[src/ssp_consts.vh]
// constants for the switch status and power budget register bank
`ifndef SSP_CONSTS_VH
`define SSP_CONSTS_VH

// ---------------------------------------------------------------
// register byte offsets
// ---------------------------------------------------------------
`define SSP_OFF_BUDGET_BASE    12'h300
`define SSP_OFF_BUDGET_LAST    12'h31c
`define SSP_OFF_BUDGET_SELECT  12'h284
`define SSP_OFF_BUDGET_READ    12'h288
`define SSP_OFF_STATUS         12'h400
`define SSP_OFF_CONTROL        12'h404
`define SSP_OFF_LOCK           12'h408

// ---------------------------------------------------------------
// field positions
// ---------------------------------------------------------------
`define SSP_MODE_LSB           0
`define SSP_MODE_MSB           2
`define SSP_DS_CLK_BIT         5
`define SSP_US_CLK_BIT         6
`define SSP_SMB_SLOW_BIT       7
`define SSP_REFCLK_BIT         8
`define SSP_HOLD_BIT           9
`define SSP_LOCK_LSB           20
`define SSP_LOCK_MSB           22
`define SSP_MARKER_LSB         28
`define SSP_MARKER_MSB         31
`define SSP_UNLOCK_BIT         4
`define SSP_BUDGET_COUNT       8

// ---------------------------------------------------------------
// reset values and codes
// ---------------------------------------------------------------
`define SSP_MARKER_RESET       4'h0
`define SSP_LOCK_RESET         3'h0
`define SSP_LOCK_PORT2         3'h2
`define SSP_LOCK_PORT4         3'h4
`define SSP_SELECT_RESET       8'h00
`define SSP_SELECT_MAX         8'h07
`define SSP_RESP_OKAY          2'b00
`define SSP_RESP_SLVERR        2'b10

`endif

[src/ssp_regs.v]
// switch status and power budget register bank, axi4-lite slave
//
// Behaviour
// - eight 32-bit power budget value words
// - budget words writable while unlock bit set
// - unlock clear: budget writes silently discarded
// - operating mode read-only at bits 2:0
// - bit 5 shows latched downstream clock strap
// - bit 6 shows latched upstream clock strap
// - bit 7 shows latched smbus slow strap
// - bit 8 shows latched refclk mode strap
// - bit 9 shows latched reset hold strap
// - lock state bits 22:20, resets to zero
// - marker 31:28 rw, survives hot reset
// - unlock is control bit 4
// - read-back returns selected word, zero above 7
// - reset hold keeps core logic in reset
`timescale 1ns/10ps
`include "ssp_consts.vh"
module ssp_regs (
  // clock and resets
  input  wire        i_clock,
  input  wire        i_rst,
  input  wire        i_hot_rst,
  // straps, sampled while fundamental reset is high
  input  wire [2:0]  i_mode_pins,
  input  wire        i_ds_clk_strap,
  input  wire        i_us_clk_strap,
  input  wire        i_smb_slow_strap,
  input  wire        i_refclk_strap,
  input  wire        i_hold_strap,
  // lock state from the upstream port
  input  wire [2:0]  i_lock_state,
  // core reset hold out
  output wire        o_core_hold,
  // axi4-lite write address
  input  wire [11:0] i_s_axi_awaddr,
  input  wire        i_s_axi_awvalid,
  output wire        o_s_axi_awready,
  // axi4-lite write data
  input  wire [31:0] i_s_axi_wdata,
  input  wire [3:0]  i_s_axi_wstrb,
  input  wire        i_s_axi_wvalid,
  output wire        o_s_axi_wready,
  // axi4-lite write response
  output reg  [1:0]  o_s_axi_bresp,
  output reg         o_s_axi_bvalid,
  input  wire        i_s_axi_bready,
  // axi4-lite read address
  input  wire [11:0] i_s_axi_araddr,
  input  wire        i_s_axi_arvalid,
  output wire        o_s_axi_arready,
  // axi4-lite read data
  output reg  [31:0] o_s_axi_rdata,
  output reg  [1:0]  o_s_axi_rresp,
  output reg         o_s_axi_rvalid,
  input  wire        i_s_axi_rready
);

  // ---------------------------------------------------------------
  // state
  // ---------------------------------------------------------------
  reg [2:0]  op_mode;
  reg        ds_clk;
  reg        us_clk;
  reg        smb_slow;
  reg        refclk_mode;
  reg        hold_strap;
  reg        strap_pend;
  reg [3:0]  marker;
  reg        budget_value_unlock;
  reg        hold_ctl;
  reg [7:0]  budget_data_select;
  reg [2:0]  upstream_lock_state;
  reg        aw_held;
  reg [11:0] aw_addr;
  reg        w_held;
  reg [31:0] w_data;
  reg [3:0]  w_strb;
  reg        rd_pend;
  reg [11:0] rd_addr;

  wire [31:0] mem_rd_data;
  wire [31:0] mem_rb_data;

  // ---------------------------------------------------------------
  // strap capture
  // ---------------------------------------------------------------
  // async reset may only load constants, so the straps are taken by
  // clocked edges while reset is high and frozen at the release
  always @(posedge i_clock) begin
    if (i_rst) begin
      op_mode     <= i_mode_pins;
      ds_clk      <= i_ds_clk_strap;
      us_clk      <= i_us_clk_strap;
      smb_slow    <= i_smb_slow_strap;
      refclk_mode <= i_refclk_strap;
      hold_strap  <= i_hold_strap;
    end
  end

  // ---------------------------------------------------------------
  // lock state sample
  // ---------------------------------------------------------------
  // one register stage; the code is a level that may move any cycle
  always @(posedge i_clock or posedge i_rst) begin
    if (i_rst) begin
      upstream_lock_state <= `SSP_LOCK_RESET;
    end else begin
      upstream_lock_state <= i_lock_state;
    end
  end

  // ---------------------------------------------------------------
  // write channel: address and data accepted in either order
  // ---------------------------------------------------------------
  // a new address may be taken while the previous answer still
  // waits for bready; wr_go then stalls until bvalid has dropped,
  // so only one response is ever outstanding
  wire wr_go = aw_held && w_held && !o_s_axi_bvalid;
  assign o_s_axi_awready = !aw_held;
  assign o_s_axi_wready  = !w_held;

  wire wr_budget = (aw_addr >= `SSP_OFF_BUDGET_BASE) &&
                   (aw_addr <= `SSP_OFF_BUDGET_LAST);
  wire wr_mapped = wr_budget || aw_addr == `SSP_OFF_STATUS ||
                   aw_addr == `SSP_OFF_CONTROL ||
                   aw_addr == `SSP_OFF_BUDGET_SELECT ||
                   aw_addr == `SSP_OFF_BUDGET_READ ||
                   aw_addr == `SSP_OFF_LOCK;
  // locked writes are dropped yet still answered okay
  wire mem_wr_en = wr_go && wr_budget && budget_value_unlock;

  always @(posedge i_clock or posedge i_rst) begin
    if (i_rst) begin
      aw_held        <= 1'b0;
      aw_addr        <= 12'h000;
      w_held         <= 1'b0;
      w_data         <= 32'h0000_0000;
      w_strb         <= 4'h0;
      o_s_axi_bvalid <= 1'b0;
      o_s_axi_bresp  <= `SSP_RESP_OKAY;
    end else begin
      if (i_s_axi_awvalid && !aw_held) begin
        aw_held <= 1'b1;
        aw_addr <= {i_s_axi_awaddr[11:2], 2'b00};
      end
      if (i_s_axi_wvalid && !w_held) begin
        w_held <= 1'b1;
        w_data <= i_s_axi_wdata;
        w_strb <= i_s_axi_wstrb;
      end
      if (wr_go) begin
        aw_held        <= 1'b0;
        w_held         <= 1'b0;
        o_s_axi_bvalid <= 1'b1;
        o_s_axi_bresp  <= wr_mapped ? `SSP_RESP_OKAY : `SSP_RESP_SLVERR;
      end else if (o_s_axi_bvalid && i_s_axi_bready) begin
        o_s_axi_bvalid <= 1'b0;
      end
    end
  end

  // ---------------------------------------------------------------
  // marker: cleared only by fundamental reset
  // ---------------------------------------------------------------
  // only byte lane 3 reaches the marker; other status lanes are fixed
  always @(posedge i_clock or posedge i_rst) begin
    if (i_rst) begin
      marker <= `SSP_MARKER_RESET;
    end else if (wr_go && aw_addr == `SSP_OFF_STATUS && w_strb[3]) begin
      marker <= w_data[`SSP_MARKER_MSB:`SSP_MARKER_LSB];
    end
  end

  // ---------------------------------------------------------------
  // control and select; control bits survive hot reset, select clears on it
  // ---------------------------------------------------------------
  // strap_pend marks the first cycle after fundamental reset; in it
  // the hold strap drives the hold output directly, so the core is
  // held from the release edge on, before the control copy is loaded
  always @(posedge i_clock or posedge i_rst) begin
    if (i_rst) begin
      strap_pend <= 1'b1;
    end else begin
      strap_pend <= 1'b0;
    end
  end

  always @(posedge i_clock or posedge i_rst) begin
    if (i_rst) begin
      budget_value_unlock <= 1'b0;
      hold_ctl            <= 1'b0;
      budget_data_select  <= `SSP_SELECT_RESET;
    end else begin
      if (strap_pend) begin
        hold_ctl <= hold_strap;
      end else if (wr_go && aw_addr == `SSP_OFF_CONTROL && w_strb[0]) begin
        budget_value_unlock <= w_data[`SSP_UNLOCK_BIT];
        hold_ctl            <= w_data[2];
      end
      if (i_hot_rst) begin
        budget_data_select <= `SSP_SELECT_RESET;
      end else if (wr_go && aw_addr == `SSP_OFF_BUDGET_SELECT &&
                   w_strb[0]) begin
        budget_data_select <= w_data[7:0];
      end
    end
  end

  // hold keeps core (not this slave) in reset; seeded from strap.
  // the strap term covers the cycle before hold_ctl is loaded, so
  // no one-cycle release glitch reaches the core at reset exit
  assign o_core_hold = hold_ctl || (strap_pend && hold_strap);

  // ---------------------------------------------------------------
  // budget word store
  // ---------------------------------------------------------------
  // no reset on the store: the words are sticky and undefined until
  // software or an initialisation sequence loads them
  ssp_budget_mem u_mem (
    .i_clock   (i_clock),
    .i_wr_en   (mem_wr_en),
    .i_wr_addr (aw_addr[4:2]),
    .i_wr_data (w_data),
    .i_wr_strb (w_strb),
    .i_rd_addr (rd_addr[4:2]),
    .o_rd_data (mem_rd_data),
    .i_rb_addr (budget_data_select[2:0]),
    .o_rb_data (mem_rb_data)
  );

  // ---------------------------------------------------------------
  // status word assembly, reserved bits zero
  // ---------------------------------------------------------------
  wire [31:0] status_word = {marker, 5'h00, upstream_lock_state, 10'h000,
                             hold_strap, refclk_mode, smb_slow, us_clk,
                             ds_clk, 2'b00, op_mode};

  // ---------------------------------------------------------------
  // read channel: address registered, data two cycles later
  // ---------------------------------------------------------------
  // two-stage read lets the store's registered data settle first
  reg rd_stage;
  assign o_s_axi_arready = !rd_pend && !o_s_axi_rvalid;

  // byte address bits 1:0 are dropped on capture, so an unaligned
  // read returns the whole aligned word
  wire rd_budget = (rd_addr >= `SSP_OFF_BUDGET_BASE) &&
                   (rd_addr <= `SSP_OFF_BUDGET_LAST);
  reg [31:0] rd_word;
  reg        rd_ok;
  always @* begin
    rd_word = 32'h0000_0000;
    rd_ok   = 1'b1;
    if (rd_budget) begin
      rd_word = mem_rd_data;
    end else begin
      case (rd_addr)
        `SSP_OFF_STATUS:        rd_word = status_word;
        `SSP_OFF_CONTROL:       rd_word = {27'h0, budget_value_unlock,
                                          1'b0, hold_ctl, 2'b00};
        `SSP_OFF_BUDGET_SELECT: rd_word = {24'h0, budget_data_select};
        `SSP_OFF_BUDGET_READ: begin
          if (budget_data_select <= `SSP_SELECT_MAX) begin
            rd_word = mem_rb_data;
          end else begin
            rd_word = 32'h0000_0000;
          end
        end
        `SSP_OFF_LOCK:          rd_word = {29'h0, upstream_lock_state};
        default:                rd_ok = 1'b0;
      endcase
    end
  end

  always @(posedge i_clock or posedge i_rst) begin
    if (i_rst) begin
      rd_pend        <= 1'b0;
      rd_stage       <= 1'b0;
      rd_addr        <= 12'h000;
      o_s_axi_rvalid <= 1'b0;
      o_s_axi_rdata  <= 32'h0000_0000;
      o_s_axi_rresp  <= `SSP_RESP_OKAY;
    end else begin
      if (i_s_axi_arvalid && o_s_axi_arready) begin
        rd_pend  <= 1'b1;
        rd_stage <= 1'b0;
        rd_addr  <= {i_s_axi_araddr[11:2], 2'b00};
      end else if (rd_pend && !rd_stage) begin
        rd_stage <= 1'b1;
      end else if (rd_pend) begin
        rd_pend        <= 1'b0;
        rd_stage       <= 1'b0;
        o_s_axi_rvalid <= 1'b1;
        o_s_axi_rdata  <= rd_word;
        o_s_axi_rresp  <= rd_ok ? `SSP_RESP_OKAY : `SSP_RESP_SLVERR;
      end else if (o_s_axi_rvalid && i_s_axi_rready) begin
        o_s_axi_rvalid <= 1'b0;
      end
    end
  end

endmodule

[src/ssp_budget_mem.v]
// eight-word power budget value store with registered read data
`timescale 1ns/10ps
module ssp_budget_mem (
  // clock
  input  wire        i_clock,
  // write port
  input  wire        i_wr_en,
  input  wire [2:0]  i_wr_addr,
  input  wire [31:0] i_wr_data,
  input  wire [3:0]  i_wr_strb,
  // read ports
  input  wire [2:0]  i_rd_addr,
  output reg  [31:0] o_rd_data,
  input  wire [2:0]  i_rb_addr,
  output reg  [31:0] o_rb_data
);

  reg [31:0] mem [0:7];
  integer    b;

  // ---------------------------------------------------------------
  // storage; contents undefined at power-up and kept over resets
  // ---------------------------------------------------------------
  always @(posedge i_clock) begin
    if (i_wr_en) begin
      for (b = 0; b < 4; b = b + 1) begin
        if (i_wr_strb[b]) begin
          mem[i_wr_addr][b*8 +: 8] <= i_wr_data[b*8 +: 8];
        end
      end
    end
    o_rd_data <= mem[i_rd_addr];
    o_rb_data <= mem[i_rb_addr];
  end

endmodule

[config.mk]
export PLATFORM = sky130hd
export DESIGN_NAME = ssp_regs
export DESIGN_NICKNAME = d
export VERILOG_FILES = /design/src/ssp_regs.v /design/src/ssp_budget_mem.v
export VERILOG_INCLUDE_DIRS = /design/src
export SDC_FILE = /design/constraint.sdc
export NUM_CORES = 1
export LEC_CHECK = 0
export BUFFER_PORTS_ARGS = -buffer_cell sky130_fd_sc_hd__buf_2
export CORE_MARGIN = 2
export CORE_UTILIZATION = 45
export DETAILED_ROUTE_END_ITERATION = 10
export PLACE_DENSITY_LB_ADDON = 0.12
export REMOVE_ABC_BUFFERS = 1
export SETUP_SLACK_MARGIN = 0.5
export SLEW_MARGIN = 40
export SYNTH_ARGS = -nofsm -noshare
export SYNTH_HDL_FRONTEND = slang
export SYNTH_SLANG_ARGS = --single-unit
[constraint.sdc]
create_clock -name i_clock -period 4.8 [get_ports i_clock]
set_input_delay 0.48 -clock i_clock [delete_from_list [all_inputs] [get_ports i_clock]]
set_output_delay 0.48 -clock i_clock [all_outputs]
set_load 0.01 [all_outputs]
== Yosys cells after proc, flatten, opt, wreduce, memory -nomap -nowiden ==
Memory sizes are Yosys's and may differ from the RTL's. A register that Yosys moved wholly into a read port is not among the register bits.
Index checks and enable logic that the tools add are counted.
Widths: inputs -> output; s select.

* Bits in registers: 124
* Memories: 1
* RAM bits: 256
* Word-level logic and storage cells: 124
* Output and inout port bits: 42
* Input bits: 79

{| class="wikitable"
|+ Memory list
! name !! depth !! bits a word !! read ports !! clocked after Yosys merged registers in !! wr ports !! RTL line !! RTL
|-
| u_mem.mem || 8 || 32 || 2 || 2 || 1 || ssp_budget_mem.v:18 || <nowiki>reg [31:0] mem [0:7];</nowiki>
|}

* Reductions and logical operators: 43
* Bitwise operators: 3
* Equality and inequality tests: 11
* Magnitude comparators: 5
* Mux-type cells: 36

{| class="wikitable"
|+ Operators by type and width
! kind !! count
|-
| $pmux 32 s5 || 1
|-
| $mux 32 || 2
|-
| $eq 10x9->1 const B || 6
|-
| $eq 10x8->1 const B || 4
|-
| $mux 1 || 29
|-
| $ge 12x10->1 const B || 2
|-
| $le 12x10->1 const B || 2
|-
| $logic_and 1x1->1 || 20
|-
| $mux 8 || 2
|-
| $reduce_bool 2->1 || 6
|-
| $le 8x3->1 const B || 1
|-
| $logic_not 1->1 || 6
|-
| $logic_or 1x1->1 || 6
|-
| $reduce_and 3->1 || 2
|-
| $reduce_or 5->1 || 1
|-
| $mux 2 || 2
|-
| $not 1->1 || 3
|-
| $reduce_bool 3->1 || 1
|-
| $ne 2x2->1 const B || 1
|-
| $reduce_and 2->1 || 1
|}

== Logic depth before layout (Yosys ltp) ==
* Depth in word-level cells: 8
* Mapped depth: 7
* Gate-level depth less buffers: 4

== Hierarchy ==
A second synthesis with hierarchy kept.

* Cells, all modules: 1,032
* Area total of the unflattened synthesis: 18,564.1 µm²

{| class="wikitable"
|+ Modules (own cells, without submodules)
! module !! sequential area each (µm²) !! area each (µm²) !! cells each !! instances
|-
| ssp_budget_mem || 8,968.6 || 13,322.8 || 592 || 1
|-
| ssp_regs || 3,094.2 || 5,241.3 || 440 || 1
|}

== Least setup slack after synthesis ==
No wires, ideal clock.

* Kind: register to register
* Start point: register rd_addr[2]
* End point: register u_mem.o_rd_data[14], read port of u_mem.mem
* Data required time: 4.679 ns
* Setup slack: 2.840 ns
* Arrival: 1.839 ns
* Path buffers: 3
* Cell stages (with the launch flop): 6
* Path through: dfrtp_1 buf_2 buf_2 buf_2 mux4_2 mux2_2

{| class="wikitable"
|+ RTL lines
! element !! RTL line !! RTL
|-
| start: declaration || ssp_regs.v:81 || <nowiki>reg [11:0] rd_addr;</nowiki>
|-
| start signal: assignment || ssp_regs.v:289 || <nowiki>rd_addr <= {i_s_axi_araddr[11:2], 2'b00};</nowiki>
|-
| end: declaration || ssp_budget_mem.v:13 || <nowiki>output reg [31:0] o_rd_data,</nowiki>
|}

== Worst setup path in the final report ==
* Start point: register rd_addr[2]
* End point: register o_s_axi_rdata[4]

* Word-level cells in the longest chain between the ends: 3

{| class="wikitable"
|+ Ends and longest elaborated chain
! element !! RTL line !! RTL
|-
| $ge 12x10->1 (no line), or another cell as far along || - ||
|-
| $logic_and 1x1->1 / $pmux 32 s5 (equally long branches) || ssp_regs.v:249, ssp_regs.v:259 ||
|-
| $mux 32 (*) || ssp_regs.v:256 || <nowiki>if (rd_budget) begin</nowiki>
|-
| end signal: assignment || ssp_regs.v:296 || <nowiki>o_s_axi_rdata <= rd_word;</nowiki>
|-
| end: declaration || ssp_regs.v:54 || <nowiki>output reg [31:0] o_s_axi_rdata,</nowiki>
|}

Mark *: on every way between the ends. The rest lies on a longest branch, timed or not.
A chain may end at the register's enable or synchronous reset.

==> results by stage <==
Status:
- The run finished with clean final reports.

GRT:
- The total overflow left after global routing is 0.
- The most used routing layer is met2.
- The pin count of the biggest net entering global routing is 87.
- The initial antenna violation count is 2.
- The via count of the first global-routing pass is between 10,000 and 15,000.
- Global routing consumed, on the met3 layer, between 4 and 5% of the routing resources.
- The total routing usage reported by global routing is a little over a fifth.
- The met1 track demand over resource is ~29%.
- The first-pass GRT wire length is roughly 65,000 µm.
- The met2 usage in global routing is between 30% and 40%.

Clock tree:
- The longest clock path from root to sink contains 3 buffers.
- The number of CTS-inserted buffers is 47.
- The CTS sink count is 442.
- The H-tree generated during clock tree synthesis spans 2 levels.
- Gates resized during post-CTS repair numbered 0.
- The clock reaches the later pin of the worst-skew pair after between 500 and 600 ps.
- The TritonCTS clock tree is yes.
- After clock tree synthesis, the clock-pin slew on the worst setup and hold paths is approximately 60 ps.
- The root buffer cell is clkbuf_16.

Pwr:
- Summed over all cells, the static leakage comes to slightly above 7 nW.
- The post-layout total power is ~12 mW.
- The worst-case IR drop observed on VDD is 0.295 mV.
- The power per standard cell area is about 570 nW/µm².

STA:
- The measured slew at the worst slew-check pin is 787 ps.
- Setup repair after global routing left no endpoint under its margin.
- The max-slew violation total from the final report is 0.
- Counting I/O delays and the setup requirement, the final critical path takes 2810 ps.
- The count of final hold-check violations is 0.
- The relative slew slack is about 47%.
- Timing would allow up to approximately 0.36 GHz.
- After layout, the worst path uses between 50 and 60% of the clock period.
- The clock arrives with around 25 ps of skew.
- Setup violations remaining at the end of the flow were counted as 0.
- The accumulated negative setup slack is 0 ps.

Yosys:
- The fraction of the yosys area taken by sequential cells is roughly two thirds.
- The count of yosys warnings during synthesis is 0.
- Yosys attributes the largest share of cell area to edfxtp_1 (44%), mux4_2 (16%), dfrtp_1 (16%), mux2_2 (7.8%), dfxtp_1 (7.1%).
- The post-synthesis register bit count is between 400 and 500.
- The synthesized instance count is a little over 1,000.
- The most instantiated library cell after synthesis is edfxtp_1.
- The biggest area contributor in the post-synthesis netlist is edfxtp_1.
- In this run, distinct cell masters in the synthesized netlist total 51.
- The post-synthesis instance area is roughly 18,000 µm².
- The fraction of registers with async set/reset is about 26%.
- In this run, synthesis inferred between 200 and 300 flip-flops with an integrated enable.
- The share of Yosys cell area claimed by the top area cell type is a little over two fifths.
- The mean cell area of the mapped netlist is 17.8 µm².
- For this run, the leading register cell type out of synthesis is edfxtp_1.
- After synthesis, the most frequently instantiated cells are edfxtp_1 (264), mux4_2 (128), mux2_2 (126).

Drt:
- For this block, the initial DRC count from the detailed router was roughly 790.
- Dividing the detail-routed wire length by the instance count gives roughly 26 µm.
- Wires add up to ~44,000 µm.
- The number of remaining DRC errors is 0.
- The vias per cell is between 5 and 6.
- In this run the remaining antenna-violating nets after routing total 0.
- Across all layers, the routed design uses just under 10,000 vias.
- The detailed-routing iteration count for the pre-antenna-repair pass is 5.

Critical path:
- The largest single stage delay on the critical path is approximately 740 ps.
- The signal on the critical path passes through or4b_1 > nor3_4 > buf_12 > nand3_1 > a41oi_1.
- On the critical path, the stage with the largest delay is an instance of dfrtp_4.
- The largest fanout on the critical path is 35.
- For the worst setup path, the data required time is around 5300 ps.
- The critical path class is reg2reg.
- The kind of end point of the critical path is a flop.
- For the worst flop-to-flop path, the logic depth is 5.
- The startpoint of the most critical register-to-register path is rd_addr[2].
- The critical path arrival is between 3000 and 4000 ps.
- The startpoint class of the critical path is a flop.
- For flop-to-flop paths, the worst setup slack is between 1500 and 2000 ps.
- The worst register-to-register path ends at o_s_axi_rdata[4].

Worst hold path:
- In this run the most critical hold path is launched from i_lock_state[2].
- For hold timing, the worst endpoint is upstream_lock_state[2].
- The number of cells traversed by the worst hold path is 1.
- The class of the worst hold path is in2reg.

Place:
- The weighted congestion reported at the end of routability-driven placement is around 0.79.
- Once placement finished, the instance area stood at 19,300 µm².
- The cell count after placement is roughly 1,600.
- The count of buffers inserted at the top-level ports is roughly 110.
- Detailed placement finished with a half-perimeter wire length of roughly 26,000 µm.

Layout:
- The post-layout utilization of the core is 52.7%.
- The layout cell share with drive strength beyond 1 is 42.5%.
- The final layout contains ~1,200 nets.
- Compared with the post-synthesis result, the final layout area differs by 15.3%.
- The final cell area excluding filler cells is 20,900 µm².
- The diode insertion count for antenna repair is 0.
- The non-filler instance count after layout is roughly 1,700.

Die:
- The die outline width is around 200 µm.
- The die covers ~42,000 µm².
- The floorplan has between 70 and 80 rows.
- During I/O placement, the number of pins put on the boundary was roughly 120.
- From bottom edge to top edge, the die measures a little over 200 µm.
- The core footprint is slightly below 40,000 µm².
- For this configuration, the core starts out at a cell density of 45.7%.

Flow run:
- The number of maximum-capacitance constraint violations is 0.
[where the power goes]
| group | leakage [nW] | internal [mW] | switching [mW] | total, mW |
|---|---|---|---|---|
| registers | 4.28 | 4.95 | 0.796 | 5.74 |
| logic | 2.24 | 1.27 | 1.15 | 2.42 |
| clock network | 0.752 | 2.19 | 1.48 | 3.66 |
| total | 7.27 | 8.40 | 3.43 | 11.8 |
[final cells by class]
| type | count | area [µm²] |
|---|---|---|
| Multi-Input combinational cell | 506 | 5890 |
| Tap cell | 525 | 657 |
| Fill cell | 3240 | 18800 |
| Sequential cell | 442 | 12100 |
| Timing Repair Buffer | 130 | 716 |
| Inverter | 7 | 33.8 |
| Clock inverter | 23 | 279 |
| Clock buffer | 65 | 1270 |
[routing by layer]
metal  wire length, µm  up-vias
met4               788        4
met2             21300      235
met3              2480       56
met5                21        -
met1             18900     5127
li1                  -     4309
[stage by stage]
step                hold WS, ps  setup slack, ps
floorplan                   422              812
global placement            428             1970
detailed placement          430             1960
CTS                        19.5             1970
global route               32.0             1870
finish                     48.4             1990
[layout by cell type, fill, tap and decap left out, types with 9 or more instances in the layout]
cell type,Yosys,final
nor2_2,1,32
nor2_1,78,46
clkbuf_1,30,16
a32oi_1,17,17
nand3_1,19,19
mux2_2,126,126
buf_4,3,11
dfxtp_1,64,64
mux2i_1,9,9
a221oi_1,15,15
buf_2,25,114
clkbuf_16,0,48
a21oi_1,31,31
mux4_2,128,128
edfxtp_1,264,264
nand2_1,18,17
dfrtp_1,113,108
[kinds of logic after synthesis]
logic type             Yosys count  synth area share [%]
flip-flops                     442                  66.5
other                            1                0.0207
XOR/XNOR                         2                0.0965
multiplexers                   263                  24.2
buffers and inverters           73                  1.74
AND/OR/NAND/NOR                153                  4.25
AO/OA/AOI/OAI                   85                  3.23
[flip-flops by register name, summed over array words and instances, names as in the netlist, 3 cells and up]
register	count
u_mem.o_rd_data	32
rd_addr	10
op_mode	3
aw_addr	10
o_s_axi_rdata	32
marker	4
u_mem.o_rb_data	32
u_mem.mem	256
budget_data_select	8
w_strb	4
w_data	32
upstream_lock_state	3
[worst max-delay path by stage]
| stage | start | end | cells after the start | slack, ps |
|---|---|---|---|---|
| 6_report | rd_addr[2] | o_s_axi_rdata[4] | 5 | 1990 |
| 2_1_floorplan | rd_addr[2] | o_s_axi_rdata[4] | 4 | 810 |
| 3_3_place_gp | rd_addr[3] | o_s_axi_rdata[1] | 5 | 1970 |
| 3_5_place_dp | rd_addr[2] | o_s_axi_rdata[17] | 5 | 1960 |
| 5_1_grt | rd_addr[2] | o_s_axi_rdata[17] | 5 | 1870 |
| 4_1_cts | rd_addr[2] | o_s_axi_rdata[4] | 5 | 1970 |
[worst max-delay path, delay by kind of cell (launching register included)]
family,cells,cell delay [ps]
AOI/OAI and AO/OA,1,250
DFF,1,740
buffers and inverters,1,300
and+or+nand+nor,3,1400
[timing repair]
item | in CTS | in global routing
hold buffers | 2 | 0
setup buffers | 0 | 0
hold endpoints to repair | 2 | 0
Power figures use the tool's default switching activity.
